**config.mk**
```make
export PLATFORM = sky130hd
export DESIGN_NAME = core_cycle_timing_irq_ack
export DESIGN_NICKNAME = d
export VERILOG_FILES = /design/src/hw/cyc_timing_pkg.sv /design/src/hw/core_cycle_timing_irq_ack.sv
export SDC_FILE = /design/constraint.sdc
export NUM_CORES = 1
export LEC_CHECK = 0
export BUFFER_PORTS_ARGS = -buffer_cell sky130_fd_sc_hd__buf_2
export CORE_MARGIN = 2
export CORE_UTILIZATION = 35
export CTS_BUF_LIST = sky130_fd_sc_hd__clkbuf_8
export CTS_CLUSTER_DIAMETER = 120
export DETAILED_ROUTE_END_ITERATION = 8
export SYNTH_ARGS = -nofsm -noshare
export SYNTH_HDL_FRONTEND = slang
export SYNTH_SLANG_ARGS = --single-unit
```
**constraint.sdc**
```tcl
create_clock -name clk -period 33.2 [get_ports clk]
set_input_delay 3.32 -clock clk [delete_from_list [all_inputs] [get_ports clk]]
set_output_delay 3.32 -clock clk [all_outputs]
set_load 0.005 [all_outputs]
```
**src/hw/cyc_timing_pkg.sv**
```systemverilog
/*
 package of the core timing and interrupt acknowledge block:
 register offsets, field positions, reset values and the carrier structs.
 assumes a 32-bit classic wishbone register bus.
*/
package cyc_timing_pkg;

   // register byte offsets
   localparam logic [3:0] OFS_WAIT_CFG = 4'h0;
   localparam logic [3:0] OFS_STATUS   = 4'h4;

   // wait configuration fields
   localparam int WS_INT_POS = 0;
   localparam int WS_EXT_POS = 2;
   localparam logic [3:0] WAIT_CFG_RST = 4'h0;

   // status fields
   localparam int ST_INPROG_POS = 0;
   localparam int ST_SRC_POS    = 8;
   localparam int ST_CALL_POS   = 12;

   // memory sizing
   localparam logic [19:0] INT_CODE_SIZE = 20'h02000;

   // source count: index 0 is the nonmaskable source
   localparam int NSRC = 15;
   localparam logic [2:0] NMI_LEVEL = 3'h5;

   // machine cycles of the hardware call
   localparam logic [1:0] CALL_CYCLES = 2'h2;

   // cycle count codes
   localparam logic [1:0] CYC1 = 2'h0;
   localparam logic [1:0] CYC2 = 2'h1;

   typedef struct packed {
      logic [1:0] cyc_code;   // 0: one, 1: two, else four machine cycles
      logic [1:0] bytes;      // 1..3 bytes fetched
      logic       return_from_interrupt_op;       // return from interrupt
      logic       ie_write;   // write to enable or priority register
   } instr_info_t;

   typedef struct packed {
      logic        we;
      logic        use_data_pointer;
      logic [15:0] data_pointer;
      logic [7:0]  index_reg;
      logic [7:0]  port_high;
      logic [3:0]  data_bank_field;
      logic [7:0]  wdata;
   } xmove_req_t;

endpackage

```
**src/hw/core_cycle_timing_irq_ack.sv**
```systemverilog
/*
 machine cycle sequencer, wait states, interrupt acknowledge and
 external memory strobes of an 8-bit core.
 assumes the decoder presents the next instruction's info at every
 instruction boundary and that interrupt flags arrive already enabled.
*/
// Register access over Wishbone and the register offsets were left to the implementer.
`timescale 1ns/1ps
module core_cycle_timing_irq_ack
   import cyc_timing_pkg::*;
(
   // clock and reset
   input  wire logic                clk,
   input  wire logic                resetn,
   // wishbone slave
   input  wire logic                wb_cyc_i,
   input  wire logic                wb_stb_i,
   input  wire logic                wb_we_i,
   input  wire logic [3:0]          wb_adr_i,
   input  wire logic [3:0]          wb_sel_i,
   input  wire logic [31:0]         wb_dat_i,
   output logic [31:0]              wb_dat_o,
   output logic                     wb_ack_o,
   // decoder side
   input  wire instr_info_t         next_instr,
   input  wire logic [19:0]         pc,
   input  wire logic                sfr_wr_req,
   output logic                     sfr_wr_commit,
   output logic                     phase_one,
   output logic                     phase_two,
   output logic                     instr_load,
   // interrupt side
   input  wire logic [NSRC-1:0]     irq_pend,
   input  wire logic [NSRC-1:0]     irq_lvl_hi,
   input  wire logic [NSRC-1:0]     irq_lvl_lo,
   output logic                     irq_ack,
   output logic [3:0]               irq_src,
   output logic                     call_active,
   // data move side
   input  wire logic                xmove_go,
   input  wire xmove_req_t          xmove,
   output logic                     xmove_done,
   output logic                     xmove_internal,
   output logic [7:0]               xmove_rdata,
   // external memory pins
   input  wire logic                external_access_select_n,
   output logic                     program_fetch_strobe_n,
   output logic                     read_strobe_n,
   output logic                     write_strobe_n,
   output logic [19:0]              ext_addr,
   input  wire logic [7:0]          dbus_in,
   output logic [7:0]               dbus_out,
   output logic                     dbus_oe
);

   typedef enum logic [0:0] {S_EXEC, S_CALL} seq_t;

   seq_t        state_r;
   logic        phase_r;
   logic [3:0]  cyc_left_r;
   logic [1:0]  call_cnt_r;
   logic        blk_r;
   logic        return_from_interrupt_op_r;
   logic [NSRC-1:0] samp_r;
   logic [4:0]  inprog_r;
   logic [3:0]  last_src_r;
   logic [3:0]  wait_cfg_r;
   logic        ea_s1_r, ea_s2_r;
   logic [7:0]  db_s1_r, db_s2_r;
   logic        xm_busy_r;
   logic        xm_we_r;
   logic [2:0]  xm_left_r;
   logic        ack_r;
   logic [31:0] rdat_r;

   logic        p2;
   logic        last_cyc;
   logic        instr_end;
   logic        ext_prog;
   logic [1:0]  ws_fetch;
   logic [3:0]  load_len;
   logic [2:0]  cur_lvl;
   logic [2:0]  best_lvl;
   logic [3:0]  best_src;
   logic        best_ok;
   logic        irq_go;
   logic [19:0] xm_addr;
   logic        xm_ext;
   logic [2:0]  src_lvl [NSRC];

   assign p2        = phase_r;
   assign phase_one = ~phase_r;
   assign phase_two = phase_r;
   assign last_cyc  = (cyc_left_r == 4'h0);
   assign instr_end = p2 & last_cyc & (state_r == S_EXEC);
   assign call_active = (state_r == S_CALL);

   // two phases per machine cycle, phase one first after reset
   always_ff @(posedge clk) begin
      if (!resetn) begin
         phase_r <= 1'b0;
      end else begin
         phase_r <= ~phase_r;
      end
   end

   // register writes only land on the closing phase
   assign sfr_wr_commit = sfr_wr_req & p2;

   // pin synchronisers; first stage feeds only the second
   always_ff @(posedge clk) begin
      if (!resetn) begin
         ea_s1_r <= 1'b1;
         ea_s2_r <= 1'b1;
         db_s1_r <= 8'h00;
         db_s2_r <= 8'h00;
      end else begin
         ea_s1_r <= external_access_select_n;
         ea_s2_r <= ea_s1_r;
         db_s1_r <= dbus_in;
         db_s2_r <= db_s1_r;
      end
   end

   // code region or the external access pin decides external fetch and its wait count
   assign ext_prog = ~ea_s2_r | (pc >= INT_CODE_SIZE);
   assign ws_fetch = ext_prog ? wait_cfg_r[WS_EXT_POS +: 2] : wait_cfg_r[WS_INT_POS +: 2];

   // length of the next instruction in machine cycles minus one
   always_comb begin
      logic [3:0] base;
      base = 4'h3;
      unique case (next_instr.cyc_code)
         CYC1:    base = 4'h0;
         CYC2:    base = 4'h1;
         default: base = 4'h3;
      endcase
      load_len = base + 4'(next_instr.bytes * ws_fetch);
   end

   // current in-progress level: 0 none, 1..4 maskable, 5 nonmaskable
   always_comb begin
      cur_lvl = 3'h0;
      for (int i = 0; i < 5; i++) begin
         if (inprog_r[i]) begin
            cur_lvl = 3'(i + 1);
         end
      end
   end

   // level of each source; nonmaskable sits above every maskable level
   genvar g;
   generate
      for (g = 0; g < NSRC; g++) begin : g_lvl
         if (g == 0) begin : g_nmi
            assign src_lvl[g] = NMI_LEVEL;
         end else begin : g_mask
            assign src_lvl[g] = {1'b0, irq_lvl_hi[g], irq_lvl_lo[g]} + 3'h1;
         end
      end
   endgenerate

   // poll the sampled flags: highest level, then lowest index
   always_comb begin
      best_lvl = 3'h0;
      best_src = 4'h0;
      best_ok  = 1'b0;
      for (int i = NSRC - 1; i >= 0; i--) begin
         if (samp_r[i] && src_lvl[i] >= best_lvl) begin
            best_lvl = src_lvl[i];
            best_src = 4'(i);
            best_ok  = 1'b1;
         end
      end
   end

   // only present flags count, so a denied request is simply dropped
   assign irq_go = instr_end & best_ok & (best_lvl > cur_lvl) & ~blk_r;

   // sample requests at phase two for the next cycle's poll
   always_ff @(posedge clk) begin
      if (!resetn) begin
         samp_r <= '0;
      end else if (p2) begin
         samp_r <= irq_pend;
      end
   end

   // instruction and call sequencing
   always_ff @(posedge clk) begin
      if (!resetn) begin
         state_r    <= S_EXEC;
         cyc_left_r <= 4'h0;
         call_cnt_r <= 2'h0;
         blk_r      <= 1'b0;
         return_from_interrupt_op_r     <= 1'b0;
      end else if (p2) begin
         unique case (state_r)
            S_EXEC: begin
               if (irq_go) begin
                  state_r    <= S_CALL;
                  call_cnt_r <= CALL_CYCLES - 2'h1;
                  blk_r      <= 1'b0;
                  return_from_interrupt_op_r     <= 1'b0;
               end else if (last_cyc) begin
                  cyc_left_r <= load_len;
                  blk_r      <= next_instr.return_from_interrupt_op | next_instr.ie_write;
                  return_from_interrupt_op_r     <= next_instr.return_from_interrupt_op;
               end else begin
                  cyc_left_r <= cyc_left_r - 4'h1;
               end
            end
            S_CALL: begin
               if (call_cnt_r == 2'h0) begin
                  state_r    <= S_EXEC;
                  cyc_left_r <= load_len;
                  blk_r      <= next_instr.return_from_interrupt_op | next_instr.ie_write;
                  return_from_interrupt_op_r     <= next_instr.return_from_interrupt_op;
               end else begin
                  call_cnt_r <= call_cnt_r - 2'h1;
               end
            end
         endcase
      end
   end

   // load strobe at end of phase two of the last cycle or call end
   assign instr_load = p2 & last_cyc & (state_r == S_EXEC) & ~irq_go
                     | p2 & (state_r == S_CALL) & (call_cnt_r == 2'h0);

   // in-progress levels: set by the call, top one cleared by return
   always_ff @(posedge clk) begin
      if (!resetn) begin
         inprog_r   <= 5'h00;
         last_src_r <= 4'h0;
      end else if (irq_go) begin
         inprog_r[best_lvl - 3'h1] <= 1'b1;
         last_src_r <= best_src;
      end else if (instr_end && return_from_interrupt_op_r && cur_lvl != 3'h0) begin
         inprog_r[cur_lvl - 3'h1] <= 1'b0;
      end
   end

   // one pulse per acknowledge so the source may clear its flag
   always_ff @(posedge clk) begin
      if (!resetn) begin
         irq_ack <= 1'b0;
         irq_src <= 4'h0;
      end else begin
         irq_ack <= irq_go;
         if (irq_go) begin
            irq_src <= best_src;
         end
      end
   end

   // data address: bank above 16-bit pointer or port page plus index
   assign xm_addr = {xmove.data_bank_field,
                     xmove.use_data_pointer ? xmove.data_pointer : {xmove.port_high, xmove.index_reg}};
   assign xm_ext  = (xm_addr >= INT_CODE_SIZE);

   // data move: one machine cycle plus external wait states; a read holds one cycle more
   // so the two-flop bus sample taken at release still comes from inside the strobe
   always_ff @(posedge clk) begin
      if (!resetn) begin
         xm_busy_r      <= 1'b0;
         xm_we_r        <= 1'b0;
         xm_left_r      <= 3'h0;
         xmove_done     <= 1'b0;
         xmove_internal <= 1'b0;
         xmove_rdata    <= 8'h00;
         read_strobe_n  <= 1'b1;
         write_strobe_n <= 1'b1;
         dbus_out       <= 8'h00;
         dbus_oe        <= 1'b0;
      end else begin
         xmove_done <= 1'b0;
         if (!xm_busy_r && xmove_go && p2) begin
            xmove_internal <= ~xm_ext;
            if (xm_ext) begin
               xm_busy_r      <= 1'b1;
               xm_we_r        <= xmove.we;
               xm_left_r      <= {1'b0, wait_cfg_r[WS_EXT_POS +: 2]} + {2'h0, ~xmove.we};
               read_strobe_n  <= xmove.we;
               write_strobe_n <= ~xmove.we;
               dbus_out       <= xmove.wdata;
               dbus_oe        <= xmove.we;
            end else begin
               xmove_done <= 1'b1;
            end
         end else if (xm_busy_r && p2) begin
            if (xm_left_r == 3'h0) begin
               xm_busy_r      <= 1'b0;
               read_strobe_n  <= 1'b1;
               write_strobe_n <= 1'b1;
               dbus_oe        <= 1'b0;
               xmove_done     <= 1'b1;
               if (!xm_we_r) begin
                  xmove_rdata <= db_s2_r;
               end
            end else begin
               xm_left_r <= xm_left_r - 3'h1;
            end
         end
      end
   end

   // address pins and program fetch strobe; data move owns the bus
   always_ff @(posedge clk) begin
      if (!resetn) begin
         program_fetch_strobe_n <= 1'b1;
         ext_addr               <= 20'h00000;
      end else if (xm_busy_r || (xmove_go && p2 && xm_ext)) begin
         program_fetch_strobe_n <= 1'b1;
         if (!xm_busy_r) begin
            ext_addr <= xm_addr;
         end
      end else begin
         program_fetch_strobe_n <= ~(ext_prog & (state_r == S_EXEC));
         ext_addr               <= pc;
      end
   end

   // wishbone: ack one cycle after request, dropped the cycle after
   always_ff @(posedge clk) begin
      if (!resetn) begin
         ack_r  <= 1'b0;
         rdat_r <= 32'h00000000;
      end else begin
         ack_r  <= wb_cyc_i & wb_stb_i & ~ack_r;
         rdat_r <= 32'h00000000;
         if (wb_cyc_i && wb_stb_i && !ack_r && !wb_we_i) begin
            unique case (wb_adr_i)
               OFS_WAIT_CFG: rdat_r[3:0] <= wait_cfg_r;
               OFS_STATUS: begin
                  rdat_r[ST_INPROG_POS +: 5] <= inprog_r;
                  rdat_r[ST_SRC_POS +: 4]    <= last_src_r;
                  rdat_r[ST_CALL_POS]        <= (state_r == S_CALL);
               end
               default: rdat_r <= 32'h00000000;
            endcase
         end
      end
   end

   // write lands at the edge where the master sees ack
   always_ff @(posedge clk) begin
      if (!resetn) begin
         wait_cfg_r <= WAIT_CFG_RST;
      end else if (ack_r && wb_cyc_i && wb_stb_i && wb_we_i && wb_sel_i[0]
                   && wb_adr_i == OFS_WAIT_CFG) begin
         wait_cfg_r <= wb_dat_i[3:0];
      end
   end

   assign wb_ack_o = ack_r;
   assign wb_dat_o = rdat_r;

endmodule // core_cycle_timing_irq_ack

```
### Yosys cells after proc, flatten, opt, wreduce, memory -nomap -nowiden

Index checks and enable logic that the tools add are counted.

| word-level totals | value |
|---|---|
| register bits after elaboration | 137 |
| input bits | 173 |
| output and inout bits | 85 |
| logic and storage cells | 269 |

| operators by class | value |
|---|---|
| $add $sub $neg | 21 |
| multiply operators | 1 |
| magnitude comparators | 22 |
| equality and inequality tests | 10 |
| muxes and demuxes | 99 |
| bitwise logic cells | 30 |
| reductions and logical operators | 55 |

Operator list:

| kind | count |
|---|---|
| $mux W4 | 18 |
| $mux W3 | 23 |
| $add A2 B1 Y3 const B | 14 |
| $mux W1 | 41 |
| $ge A20 B14 Y1 const B | 2 |
| $mux W20 | 2 |
| $ge A3 B3 Y1 | 13 |
| $logic_and A1 B1 Y1 | 32 |
| $reduce_and A3 Y1 | 6 |
| $mux W16 | 1 |
| $pmux W4 S2 | 2 |
| $and A1 B1 Y1 | 12 |
| $ne A2 B2 Y1 const B | 6 |
| $not A1 Y1 | 12 |
| $mux W5 | 2 |
| $ge A3 B1 Y1 const B | 3 |
| $sub A3 B1 Y3 const B | 3 |
| $logic_not A4 Y1 | 2 |
| $lt A3 B4 Y1 const B | 2 |
| $pmux W2 S2 | 2 |
| $demux W1 S3 | 2 |
| $mux W2 | 3 |
| $pmux W1 S2 | 3 |
| $reduce_bool A2 Y1 | 3 |
| 23 further kinds | 29 |

### Logic depth before layout (Yosys ltp)

| logic depth | value |
|---|---|
| word-level depth | 53 |
| gate-level depth with buffers | 107 |
| depth with buffers taken out | 104 |

### Worst setup path after synthesis

No wires, ideal clock.

| timing path | value |
|---|---|
| path kind | input-to-output |
| start point | input port irq_lvl_lo[14] |
| end point | output port instr_load |
| data arrival time | 20,997 ps |
| required time | 29,880 ps |
| setup slack | 8,883 ps |
| cell stages on the path | 103 |
| path buffers | 2 |
| path through | nor2b_1 ha_1 nand2b_1 maj3_2 a22o_1 a21oi_1 inv_1 ha_1 nand2b_1 o221ai_1 a21o_1 mux2i_1 ha_1 nand2b_1 a31oi_1 o21ai_0 o2111a_1 or2_2 [... 67 more ...] nor2_1 o21ai_0 ha_1 nor2b_1 o21a_1 a22oi_1 o31a_1 nor2_1 a21o_1 nor2b_1 ha_1 nor2b_1 o21ai_0 nand2b_1 nand3_1 a21oi_4 nand2b_1 nand2_1 |

| between the ends | value |
|---|---|
| cells in the longest elaborated chain, start to end | 52 |
| elaborated cells on any way between the ends | 68 |
| classes of those cells | 1 x add/sub; 16 x order compare; 30 x mux; 6 x bitwise; 15 x reduce/logical |

Ends and longest elaborated chain:

| item | RTL line | RTL |
|---|---|---|
| start, declared | core_cycle_timing_irq_ack.sv:35 | `input wire logic [NSRC-1:0] irq_lvl_lo,` |
| $add A2 B1 Y3 * | core_cycle_timing_irq_ack.sv:158 | `assign src_lvl[g] = {1'b0, irq_lvl_hi[g], irq_lvl_lo[g]} + 3'h1;` |
| $ge A3 B1 Y1 | core_cycle_timing_irq_ack.sv:169 | `if (samp_r[i] && src_lvl[i] >= best_lvl) begin` |
| $logic_and A1 B1 Y1 | core_cycle_timing_irq_ack.sv:169 |  |
| $mux W3 | core_cycle_timing_irq_ack.sv:169 |  |
| $ge A3 B3 Y1 | core_cycle_timing_irq_ack.sv:169 |  |
| $logic_and A1 B1 Y1 | core_cycle_timing_irq_ack.sv:169 |  |
| $mux W3 | core_cycle_timing_irq_ack.sv:169 |  |
| $ge A3 B3 Y1 | core_cycle_timing_irq_ack.sv:169 |  |
| [... 35 more ...] | n/a |  |
| $ge A3 B3 Y1 | core_cycle_timing_irq_ack.sv:169 |  |
| $logic_and A1 B1 Y1 | core_cycle_timing_irq_ack.sv:169 |  |
| $mux W3 / $mux W1 (equally long branches) | core_cycle_timing_irq_ack.sv:169 |  |
| $gt A3 B3 Y1 / $and A1 B1 Y1 (equally long branches) | core_cycle_timing_irq_ack.sv:178 | `assign irq_go = instr_end & best_ok & (best_lvl > cur_lvl) & ~blk_r;` |
| $and A1 B1 Y1 * (2 in a row) | core_cycle_timing_irq_ack.sv:178 |  |
| $not A1 Y1 * | core_cycle_timing_irq_ack.sv:228 | `assign instr_load = p2 & last_cyc & (state_r == S_EXEC) & ~irq_go` |
| $and A1 B1 Y1 * | core_cycle_timing_irq_ack.sv:228 |  |
| $or A1 B1 Y1 * | core_cycle_timing_irq_ack.sv:229 | `\| p2 & (state_r == S_CALL) & (call_cnt_r == 2'h0);` |
| end, declared | core_cycle_timing_irq_ack.sv:31 | `output logic instr_load,` |

Mark *: on every way between the ends. The rest lies on a longest branch, timed or not.

### Worst setup path in the final report

Ends and elaborated chain as after synthesis.

==> key figures <==
Run status
  • Outcome: complete, no violations

Yosys
  • Top post-synthesis cells by count: dfxtp_1, nor2_1, nand2_1
  • Largest family of logic cells by synthesized area: compound AO/OA/AOI/OAI gates
  • Compound-Gate Fraction of Synth Area: 23.3%
  • Most numerous cell in the Yosys netlist: dfxtp_1
  • Ys async rst share: 0%
  • Main synth FF type: dfxtp_1
  • #FFs+latches synth: 115
  • Most area-hungry cell type in the Yosys netlist: dfxtp_1
  • Syn Std Cell Area: between 7000 and 8000 µm²
  • Simple-gate share of the synthesized area: 22.1%
  • Yosys warning total: 0
  • Post-synthesis xor/xnor area fraction: 0.118%
  • Cells after synthesis: 893
  • Mux cell area share after synthesis: between 7 and 8%
  • Main area contributors after synthesis: dfxtp_1, ha_1, mux2i_1, nor2_1, a21oi_1
  • Number of flops mapped to enable cells by yosys: 0
  • Sequential fraction of the synthesis area: a little under a third
  • Adder-cell share of the synthesized area: 10.3%
  • Unique masters post-synth: 86
  • Post-synth top area share: 31.0%
  • Mean Syn Cell Area: slightly above 8 µm²

Timing
  • Final setup vio count: 0
  • Max-slew headroom: 43.7%
  • RSZ-0062 raised after global routing: no
  • Clk_skew: 0.0210 ns
  • Final-report max-slew violation count: 0
  • Tcrit/Tclk final: 82.4%
  • Worst-Margin Slew: about 0.84 ns
  • Final Hold Vio Count: 0
  • Minimum clock period: 27.37 ns
  • Setup TNS: 0 ns
  • Fmax: around 0.037 GHz

Setup path
  • Worst setup EP type: primary output
  • Reg2reg end: cyc_left_r[2]
  • Most common cell on crit path: ha_1
  • Critical path arrival: 24.05 ns
  • Worst r2r path cells: 101
  • CP max-delay cell: a2111oi_0
  • Kind of critical path: input pin to primary output
  • Req. time, crit path: roughly 30 ns
  • R2R Path Start: samp_r[14]
  • Crit-path max FO: 16
  • Type of origin of the critical path: input pin
  • R2r setup slk: 11.85 ns
  • Slowest stage delay, CP: 0.52 ns

Detailed routing
  • First-pass detailed-route iteration total: 4
  • Post-Route WL: 19.4 mm
  • Residual DRC: 0
  • Initial DRC Count: 226
  • Routed Antenna Nets: 0
  • Wire per inst: 14.2 µm
  • Vias post-DR: 6827
  • Vias/cell: 4.99

Final layout
  • Multi-input gate area: 4760 µm²
  • Number of fill cells in the layout: 2162
  • Share of layout cells above drive strength 1: 25.9%
  • # diodes: 0
  • Final net count: 1312
  • Synth-to-layout area growth: 20.9%
  • Seq. cell area: 2300 µm²
  • Final Non-Filler Cells: around 1400

Min path
  • Worst Hold End: ea_s2_r
  • Min-Delay Path Class: register to register
  • Min-delay src: ea_s1_r
  • Hold path depth: 1

Placement
  • # port buffers: 202
  • Placer Congestion: about 0.85
  • Post-Place Cells: between 1000 and 1500
  • Post-DP HPWL: 14.8 mm

Floorplan
  • Initial Util: 35.5%
  • Placeable Area: 20900 µm²
  • DIE WIDTH: 150 µm
  • DIE AREA: 22400 µm²
  • # rows: between 50 and 60
  • I/O Pins: 258
  • Floorplan die height: 150 µm

Global routing
  • First-pass GRT wire length: 30.4 mm
  • Grt ovf: 0
  • Gr usage total: around 17%
  • Vias in the first global route: 6161
  • Largest net degree at the start of global routing: 74
  • Initial antenna violation count: 1

Clock network
  • CTS clock-pin slew for the worst setup and hold paths: 0.08 ns
  • Root Buffer: clkbuf_8
  • Total setup buffers inserted after CTS: 0
  • Inserted Clock Buffers: 17
  • CTS tree: done
  • PostCTS Resize Cnt: 0
  • Total clock sinks: ~120
  • Clock Latency Late Sink: 0.44 ns
  • CTS Hold Bufs: 0
  • Maximum root-to-sink buffer count: 2
  • H-tree Lvls: 4

Power
  • Leak: 4.14 nW
  • Pwr dens: 47.8 nW/µm²
  • Max VDD drop: 0.0302 mV

Flow run
  • Max cap viols: 0
[how the worst max path moves through the flow]
stage                    from    endpoint  slack, ns  cells after the start
6_report       irq_lvl_lo[14]  instr_load       5.83                    103
5_1_grt        irq_lvl_lo[14]  instr_load       3.96                    102
3_3_place_gp   irq_lvl_lo[14]  instr_load       6.03                    103
2_1_floorplan  irq_lvl_lo[14]  instr_load       8.88                    103
4_1_cts        irq_lvl_lo[14]  instr_load       5.84                    103
3_5_place_dp   irq_lvl_lo[14]  instr_load       5.93                    103
[layout make-up]
type,count,area share [%]
clock buffers,18,2.76
inverters,34,1.42
well taps,275,3.84
multi-input cells,707,53.1
flip-flops and latches,115,25.7
clock inverters,14,1.62
repair buffers,206,11.6
[power breakdown]
group          switching [mW]  total [mW]  internal [mW]
clock network          0.0676       0.131         0.0635
registers             0.00666       0.154          0.147
logic                  0.0813       0.144         0.0625
[critical path, delay by kind of cell]
family	cells	cell delay (ns)
compound gates	40	8.99
fa+ha+maj	16	4.28
buf+inv	8	0.66
mux	6	1.98
simple gates	33	4.80
[cells by family (layout without fill, tap and decap cells)]
group           after synthesis  count (layout)
simple gates                327             327
compound gates              244             244
flops                       115             115
buf+inv                      92             272
fa+ha+maj                    60              60
mux                          53              53
other cells                   1              22
xor+xnor                      1               1
[through the flow]
step	cell area (µm²)	power (mW)	util (%)	setup WS (ns)	hold WS, ns
floorplan	7490	0.265	-	8.88	0.386
global placement	8570	0.298	41.0	6.03	0.389
detailed placement	8570	0.300	41.0	5.93	0.399
CTS	8960	0.434	42.9	5.84	0.427
global route	8960	0.461	42.9	3.96	0.446
finish	8960	0.429	42.9	5.83	0.425
[layer usage]
layer | vias up | wire length [µm] | track usage, %
met5 | - | 13 | 0
met4 | 2 | 115 | 3.05
met3 | 8 | 1200 | 4.02
met2 | 187 | 9230 | 30.0
met1 | 3092 | 8840 | 21.2
li1 | 3538 | - | -
[cell usage in the layout (no fill, tap or decap), types with 3 or more instances in the layout]
cell type	Yosys	final
nor3_1	10	10
dfxtp_1	115	115
a22o_1	6	6
o31ai_1	7	7
o21ai_0	42	42
inv_6	0	4
nand3b_1	7	7
o31a_1	3	3
buf_4	22	4
o21a_1	14	14
nor2_1	99	99
ha_1	56	56
and2_1	33	33
a31oi_1	9	9
buf_2	1	202
o211ai_1	17	17
nand3_1	17	17
nand2b_1	27	27
o211a_1	4	4
clkinv_4	0	4
mux2i_1	49	49
or2_2	6	6
nor2b_1	15	14
nor4_1	4	4
o21ai_1	5	5
a21oi_1	72	72
o21ai_2	4	4
clkbuf_8	0	18
conb_1	1	22
clkinvlp_4	0	3
and3_1	9	9
inv_1	33	32
a211oi_1	20	20
nand2_1	75	75
[state kept, by name (all words and copies together), names as in the netlist, 2 cells and up]
register	count
cyc_left_r	4
wb_dat_o	10
db_s2_r	8
xmove_rdata	8
irq_src	4
dbus_out	8
xm_left_r	3
wait_cfg_r	4
call_cnt_r	2
ext_addr	20
db_s1_r	8
samp_r	15
inprog_r	5
No activity file was read; power rests on OpenSTA's default activity.
